`src/design/org_pkg.sv`:
```
/*
  constants shared by the oscillator range transition guard.
  assumes a 100 mhz system clock and the range walker in org_guard.
*/
// What this block does
// - a range move across the gap, from 11 or below to 14 or above or back, makes the oscillator halt for a dead time.
// - a hazardous move made while a dead time is already running is flagged as a sticky fault.
// - with all range bits set, changing the step or modulation fields also causes a dead time.
// - reset puts the range at 7, and a start-up sequence is safe only before any range change.
package org_pkg;
  // ----------------------------------------------------------------
  // field widths and reset values
  // ----------------------------------------------------------------
  localparam int RANGE_W = 4;
  localparam int STEP_W = 3;
  localparam int MOD_W = 5;
  localparam logic [3:0] RANGE_DEFAULT = 4'h7;
  localparam logic [3:0] RANGE_MAX = 4'hf;
  localparam logic [3:0] RANGE_MID = 4'hd;
  localparam logic [3:0] RANGE_LOW_EDGE = 4'hc;
  localparam logic [2:0] STEP_RESET = 3'h0;
  localparam logic [4:0] MOD_RESET = 5'h00;

  // ----------------------------------------------------------------
  // timing
  // ----------------------------------------------------------------
  localparam int CLK_PERIOD_NS = 10;
  localparam int DEAD_TIME_NS = 20000;
  localparam int DEAD_CYCLES = DEAD_TIME_NS / CLK_PERIOD_NS;
  localparam int DEAD_W = 11;
  localparam int STEP_SETTLE_NS = 1000;
  localparam int STEP_CYCLES =
    (STEP_SETTLE_NS + CLK_PERIOD_NS - 1) / CLK_PERIOD_NS;
  localparam int TICK_W = 7;

  // ----------------------------------------------------------------
  // guard sequencer states
  // ----------------------------------------------------------------
  typedef enum logic [1:0] {
    ORG_IDLE,
    ORG_WALK,
    ORG_FREQ
  } org_state_t;

  // true when a direct move crosses the unsafe gap
  function automatic logic org_hazard(input logic [3:0] from_r,
                                      input logic [3:0] to_r);
    org_hazard = (from_r > RANGE_MID && to_r < RANGE_LOW_EDGE) ||
                 (from_r < RANGE_LOW_EDGE && to_r > RANGE_MID);
  endfunction
endpackage

```
`src/design/org_guard.sv`:
```
/*
  oscillator range transition guard: holds the range, step and
  modulation fields and changes them along safe paths for guarded
  requests; direct writes made while idle are taken as written, even when unsafe.
  assumes all request inputs come from logic on the same clock and
  that a request is a one-cycle pulse.
*/
`timescale 1ns/1ns
module org_guard (
  input wire logic clk,
  input wire logic resetn,
  input wire logic range_req,
  input wire logic [3:0] range_target,
  input wire logic freq_req,
  input wire logic [2:0] freq_step_in,
  input wire logic [4:0] mod_in,
  input wire logic raw_we,
  input wire logic [3:0] raw_range,
  input wire logic [2:0] raw_step,
  input wire logic [4:0] raw_mod,
  output logic [3:0] range_select_value,
  output logic [2:0] frequency_step_field,
  output logic [4:0] modulation_select_field,
  output logic busy,
  output logic osc_halted,
  output logic osc_fault,
  output logic startup_safe
);
  // ----------------------------------------------------------------
  // state
  // ----------------------------------------------------------------
  org_pkg::org_state_t state;
  org_pkg::org_state_t next_state;
  logic [3:0] goal;
  logic [3:0] next_goal;
  logic [3:0] restore;
  logic [3:0] next_restore;
  logic freq_pend;
  logic next_freq_pend;
  logic [2:0] step_hold;
  logic [2:0] next_step_hold;
  logic [4:0] mod_hold;
  logic [4:0] next_mod_hold;
  logic [3:0] next_range;
  logic [2:0] next_step;
  logic [4:0] next_mod;
  logic next_fault;
  logic next_startup;
  logic [org_pkg::TICK_W-1:0] tick_cnt;
  logic [org_pkg::TICK_W-1:0] next_tick_cnt;
  logic step_tick;
  logic dead_start;
  logic raw_take;
  logic raw_range_haz;
  logic raw_freq_haz;

  // ----------------------------------------------------------------
  // step enable divider, one pulse per settle interval
  // ----------------------------------------------------------------
  always_comb begin
    next_tick_cnt = tick_cnt + 1'b1;
    if (state == org_pkg::ORG_IDLE ||
        tick_cnt == org_pkg::TICK_W'(org_pkg::STEP_CYCLES - 1)) begin
      next_tick_cnt = '0;
    end
  end

  assign step_tick =
    (tick_cnt == org_pkg::TICK_W'(org_pkg::STEP_CYCLES - 1));

  // register the divider
  always_ff @(posedge clk or negedge resetn) begin
    if (!resetn) begin
      tick_cnt <= '0;
    end else begin
      tick_cnt <= next_tick_cnt;
    end
  end

  // ----------------------------------------------------------------
  // direct writes bypass the walker and are checked for hazards
  // ----------------------------------------------------------------
  assign raw_take = raw_we && (state == org_pkg::ORG_IDLE);
  assign raw_range_haz = org_pkg::org_hazard(range_select_value, raw_range);
  assign raw_freq_haz = (range_select_value == org_pkg::RANGE_MAX) &&
                        (raw_step != frequency_step_field ||
                         raw_mod != modulation_select_field);
  assign dead_start = raw_take && (raw_range_haz || raw_freq_haz);

  // ----------------------------------------------------------------
  // sequencer and output fields
  // ----------------------------------------------------------------
  always_comb begin
    next_state = state;
    next_goal = goal;
    next_restore = restore;
    next_freq_pend = freq_pend;
    next_step_hold = step_hold;
    next_mod_hold = mod_hold;
    next_range = range_select_value;
    next_step = frequency_step_field;
    next_mod = modulation_select_field;
    next_fault = osc_fault;
    next_startup = startup_safe;
    unique case (state)
      org_pkg::ORG_IDLE: begin
        if (raw_take) begin
          next_range = raw_range;
          next_step = raw_step;
          next_mod = raw_mod;
        end else if (range_req && range_target != range_select_value) begin
          next_goal = range_target;
          next_state = org_pkg::ORG_WALK;
        end else if (freq_req) begin
          next_step_hold = freq_step_in;
          next_mod_hold = mod_in;
          if (range_select_value == org_pkg::RANGE_MAX) begin
            next_goal = org_pkg::RANGE_DEFAULT;
            next_restore = org_pkg::RANGE_MAX;
            next_freq_pend = 1'b1;
            next_state = org_pkg::ORG_WALK;
          end else begin
            next_step = freq_step_in;
            next_mod = mod_in;
          end
        end
      end
      org_pkg::ORG_WALK: begin
        if (step_tick) begin
          if (range_select_value < goal) begin
            next_range = range_select_value + 1'b1;
          end else if (range_select_value > goal) begin
            next_range = range_select_value - 1'b1;
          end
          if (next_range == goal) begin
            next_state = freq_pend ? org_pkg::ORG_FREQ : org_pkg::ORG_IDLE;
          end
        end
      end
      org_pkg::ORG_FREQ: begin
        next_step = step_hold;
        next_mod = mod_hold;
        next_freq_pend = 1'b0;
        next_goal = restore;
        next_state = org_pkg::ORG_WALK;
      end
    endcase
    if (dead_start && osc_halted) begin
      next_fault = 1'b1;
    end
    if (next_range != range_select_value) begin
      next_startup = 1'b0;
    end
  end

  // register sequencer and fields
  always_ff @(posedge clk or negedge resetn) begin
    if (!resetn) begin
      state <= org_pkg::ORG_IDLE;
      goal <= org_pkg::RANGE_DEFAULT;
      restore <= org_pkg::RANGE_DEFAULT;
      freq_pend <= 1'b0;
      step_hold <= org_pkg::STEP_RESET;
      mod_hold <= org_pkg::MOD_RESET;
      range_select_value <= org_pkg::RANGE_DEFAULT;
      frequency_step_field <= org_pkg::STEP_RESET;
      modulation_select_field <= org_pkg::MOD_RESET;
      osc_fault <= 1'b0;
      startup_safe <= 1'b1;
    end else begin
      state <= next_state;
      goal <= next_goal;
      restore <= next_restore;
      freq_pend <= next_freq_pend;
      step_hold <= next_step_hold;
      mod_hold <= next_mod_hold;
      range_select_value <= next_range;
      frequency_step_field <= next_step;
      modulation_select_field <= next_mod;
      osc_fault <= next_fault;
      startup_safe <= next_startup;
    end
  end

  assign busy = (state != org_pkg::ORG_IDLE);

  // halt model for unsafe direct writes
  org_dead_timer u_dead (
    .clk(clk),
    .resetn(resetn),
    .start(dead_start),
    .active(osc_halted)
  );
endmodule

```
`src/design/org_dead_timer.sv`:
```
/*
  dead time timer: models the oscillator halt after an unsafe change.
  assumes start is a one-cycle pulse from logic on the same clock.
*/
`timescale 1ns/1ns
module org_dead_timer (
  input wire logic clk,
  input wire logic resetn,
  input wire logic start,
  output logic active
);
  logic [org_pkg::DEAD_W-1:0] count;
  logic [org_pkg::DEAD_W-1:0] next_count;

  // ----------------------------------------------------------------
  // down counter, restarted by every start pulse
  // ----------------------------------------------------------------
  always_comb begin
    next_count = count;
    if (start) begin
      next_count = org_pkg::DEAD_W'(org_pkg::DEAD_CYCLES);
    end else if (count != '0) begin
      next_count = count - 1'b1;
    end
  end

  // register the count
  always_ff @(posedge clk or negedge resetn) begin
    if (!resetn) begin
      count <= '0;
    end else begin
      count <= next_count;
    end
  end

  assign active = (count != '0);
endmodule

```
`config.mk`:
```
export PLATFORM = sky130hd
export DESIGN_NAME = org_guard
export DESIGN_NICKNAME = d
export VERILOG_FILES = /design/src/design/org_pkg.sv /design/src/design/org_guard.sv /design/src/design/org_dead_timer.sv
export SDC_FILE = /design/constraint.sdc
export NUM_CORES = 1
export LEC_CHECK = 0
export BUFFER_PORTS_ARGS = -buffer_cell sky130_fd_sc_hd__buf_2
export CELL_PAD_IN_SITES_DETAIL_PLACEMENT = 1
export CELL_PAD_IN_SITES_GLOBAL_PLACEMENT = 2
export CORE_MARGIN = 2
export CORE_UTILIZATION = 37
export CTS_BUF_LIST = sky130_fd_sc_hd__clkbuf_2 sky130_fd_sc_hd__clkbuf_4 sky130_fd_sc_hd__clkbuf_8
export CTS_CLUSTER_DIAMETER = 60
export DETAILED_ROUTE_END_ITERATION = 7
export GPL_TIMING_DRIVEN = 0
export MAX_ROUTING_LAYER = met4
export PLACE_DENSITY = 0.93
export SETUP_SLACK_MARGIN = 0.4
export SLEW_MARGIN = 10
export SYNTH_ARGS = -nofsm -noshare
export SYNTH_HDL_FRONTEND = slang
export SYNTH_SLANG_ARGS = --single-unit
```
`constraint.sdc`:
```
create_clock -name clk -period 2.95 [get_ports clk]
set_input_delay 0.4425 -clock clk [delete_from_list [all_inputs] [get_ports clk]]
set_output_delay 0.4425 -clock clk [all_outputs]
set_load 0.01 [all_outputs]
```
==> flow_summary.yaml <==
yosys:
  synth_edf_count: 0
  avgSynthCellArea_um2: 9.69
  synth_area_um2: 2970
  synth_xor_area_frac: 0.0825
  synth_compound_area_frac: 0.146
  synth_mux_area_frac: 0.0947
  syn_inst: 307
  ys_seq_area_frac: 0.407
  yosys.area_share.simple: 0.201
  yosys_warnings: 0
  ys.flop_type: "dfrtp_1"
  synth_adder_area_share: 0.0379
  synth_fp_nets: 345
  ys_ff_latch: 48
  yosys.cell_types.count: 58
  synthArstFlopShare: 1.00
  synth_top_family_by_area: "simple AND/OR/NAND/NOR gates"
floorplanning:
  start_util: 0.383
  die_w_um: 93.7
  io_pins: 45
  die_h_um: 93.7
  die-area_um2: 8770
  core_region_area_um2: 7770
  num_rows: 32
power_and_ir_drop:
  p_per_area_nw_per_um2: 726
  vdd_ir_drop_max_uv: 352
  p_leak_uw: 0.00158
  power.total_uw: 2620
clock_tree:
  htree_levels: 2
  cts.sinks: 48
  clk_path_buf_depth: 2
  cts_buffers: 5
  worstSkewPairLatency_ps: 310
  cts_root_buf: "clkbuf_8"
  clk_pin_slew_ps: 100
  cts_tree: "built"
  hold_buffers: 0
timing:
  rsz0062_at_grt: "false"
  period_share: 0.844
  slew_headroom: 0.579
  tns_ps: 0
  finClkSkew_ps: 4.42
  setup_viol: 0
  hold_ws_ps: 139
  worst_pin_slew_ps: 631
  finalHoldViolCount: 0
  timing.fmax_mhz: 402
  slew_violations: 0
  period_needed_ps: 2490
finish:
  antenna_cells: 0
  final_common_cell: "buf_2"
  fin_nets: 409
  syn2layout_area_growth_pct: 21.2
  drive_gt1_frac: 0.309
  final_cell_mix: "buf_2, dfrtp_1, nand2_1"
setup_path:
  worstSetupPathType: "register to register"
  cp-end-kind: "register"
  worstPathRequired_ps: 3200
  cpPeakStageDelay_ps: 520
  cp-start-kind: "register"
  worstPathMaxFanout: 3
  arrival_ps: 2740
  reg2reg_from: "goal[1]"
  critPathLaunch: "goal[1]"
  critical_path.cell_chain: "inv_1 > ha_1 > nor2b_1 > o211ai_1 > buf_4 > buf_4 > buf_4 > a211o_1 > o21ai_2 > o2111a_1 > and4_1"
  crit_path_frequent_cell: "buf_4"
  cpMaxStageDelayCell: "dfstp_2"
placement:
  hpwlAfterDp_mm: 5.88
  gp_congestion: 0.846
  portBuffers: 43
worst_hold_path:
  min_path_type: "input port to async pin"
routing:
  detail_route.wl_per_cell_um: 17.1
  postRouteAntennaNets: 0
  route.vias.total: 2594
  vias_per_cell: 5.47
  drt_first_iter_violations: 88
  drc: 0
  wirelength_mm: 8.12
  drt_pre_antenna_iters: 4
global_routing:
  grt_pass1_vias: 2807
  grt-ovfl-total: 0
  grt_usage: 0.202
  antenna_found_initial: 0
  grt_pass1_wl_mm: 13.6
  grt_start_max_net_pins: 49
job:
  max_cap_violations: 0
run_status:
  status: "finished clean"
==> kinds of logic (layout without fill, tap and decap cells) <==
group	count (synthesis)	count (layout)
AO/OA/AOI/OAI	64	64
adder cells (fa/ha/maj)	9	9
XOR/XNOR	28	28
AND/OR/NAND/NOR	111	111
flip-flops	48	48
buffers and inverters	21	86
multiplexers	26	26
==> report_power, final <==
part           switching (uW)  internal [uW]
Clock                     246            192
Combinational             581            525
Sequential                199            873
Total                    1030           1590
==> metrics by stage <==
| step | instances | area, um2 | util | setup WS, ps |
|---|---|---|---|---|
| floorplan | 307 | 2970 | - | 568 |
| global route | 474 | 3610 | 0.464 | 368 |
| finish | 474 | 3610 | 0.464 | 461 |
| CTS | 468 | 3500 | 0.451 | 412 |
| global placement | 452 | 3320 | 0.427 | 237 |
| detailed placement | 452 | 3320 | 0.427 | 138 |
==> cell usage after synthesis (3+ instances only) <==
cell      number  share of area
nand3_1       10          0.017
mux2_2        17          0.064
o22ai_1        3         0.0063
xor2_1         9          0.027
ha_1           9          0.038
nor3_1         8          0.013
and2_1         3         0.0063
clkbuf_1       5         0.0063
mux2i_1        9          0.030
nand4_1        5          0.011
nor2_1        24          0.030
a31oi_1        5          0.011
nand2_1       27          0.034
inv_1         11          0.014
xnor2_1       19          0.056
a21oi_1       16          0.027
dfstp_2        7          0.062
dfrtp_1       41           0.34
a211o_1        3         0.0088
o21ai_0       15          0.025
nand2b_1       3         0.0063
o31ai_1        3         0.0076
or3_1          4         0.0084
and3_1         5          0.011
nor4_1         3         0.0063
nor2b_1        3         0.0063
==> routing by layer <==
layer  track usage  up-vias  share of wire
li1              -     1230              -
met3        0.0369       12          0.047
met2         0.337       70           0.49
met4        0.0580        0          0.014
met1         0.252     1282           0.45
met5             -        -              0
==> worst max-delay path: cells and delay by family, from the launching register on <==
kind,cells,cell delay (ps)
buffers and inverters,4,500
DFF,1,520
adders and majority gates,1,310
AOI/OAI and AO/OA,4,720
and+or+nand+nor,2,380
==> final timing paths <==
check	endpoint	slack, ps	cells past startpoint
worst min register to register	osc_fault	480	1
worst max register to register	state[1]	460	11
worst max-delay path	state[1]	460	11
min in group clk	mod_hold[2]	380	2
max in group asynchronous	modulation_select_field[0]	2390	1
worst min-delay path	u_dead.count[8]	140	1
==> sequential cells by signal, indices dropped and copies added, names as in the netlist <==
signal / count
freq_pend: 1
frequency_step_field: 3
state: 2
modulation_select_field: 5
u_dead.count: 11
osc_fault: 1
startup_safe: 1
step_hold: 3
tick_cnt: 7
goal: 4
range_select_value: 4
restore: 1
mod_hold: 5
==> repair_timing <==
| item | in CTS | in global routing |
|---|---|---|
| gates resized for setup | 7 | 9 |
| pin swaps | 3 | 4 |
| setup buffers | 8 | 6 |
| endpoints found under the setup margin | 5 | 14 |
==> area by class of cell <==
cell class,instances,area (um2)
clock inverters,2,13.8
inverters,12,45.0
repair buffers,57,348
well taps,102,128
flip-flops and latches,48,1210
plain buffers,9,55.1
fillers,909,4160
multi-input cells,238,1720
clock buffers,6,82.6
Power figures use the tool's default switching activity.
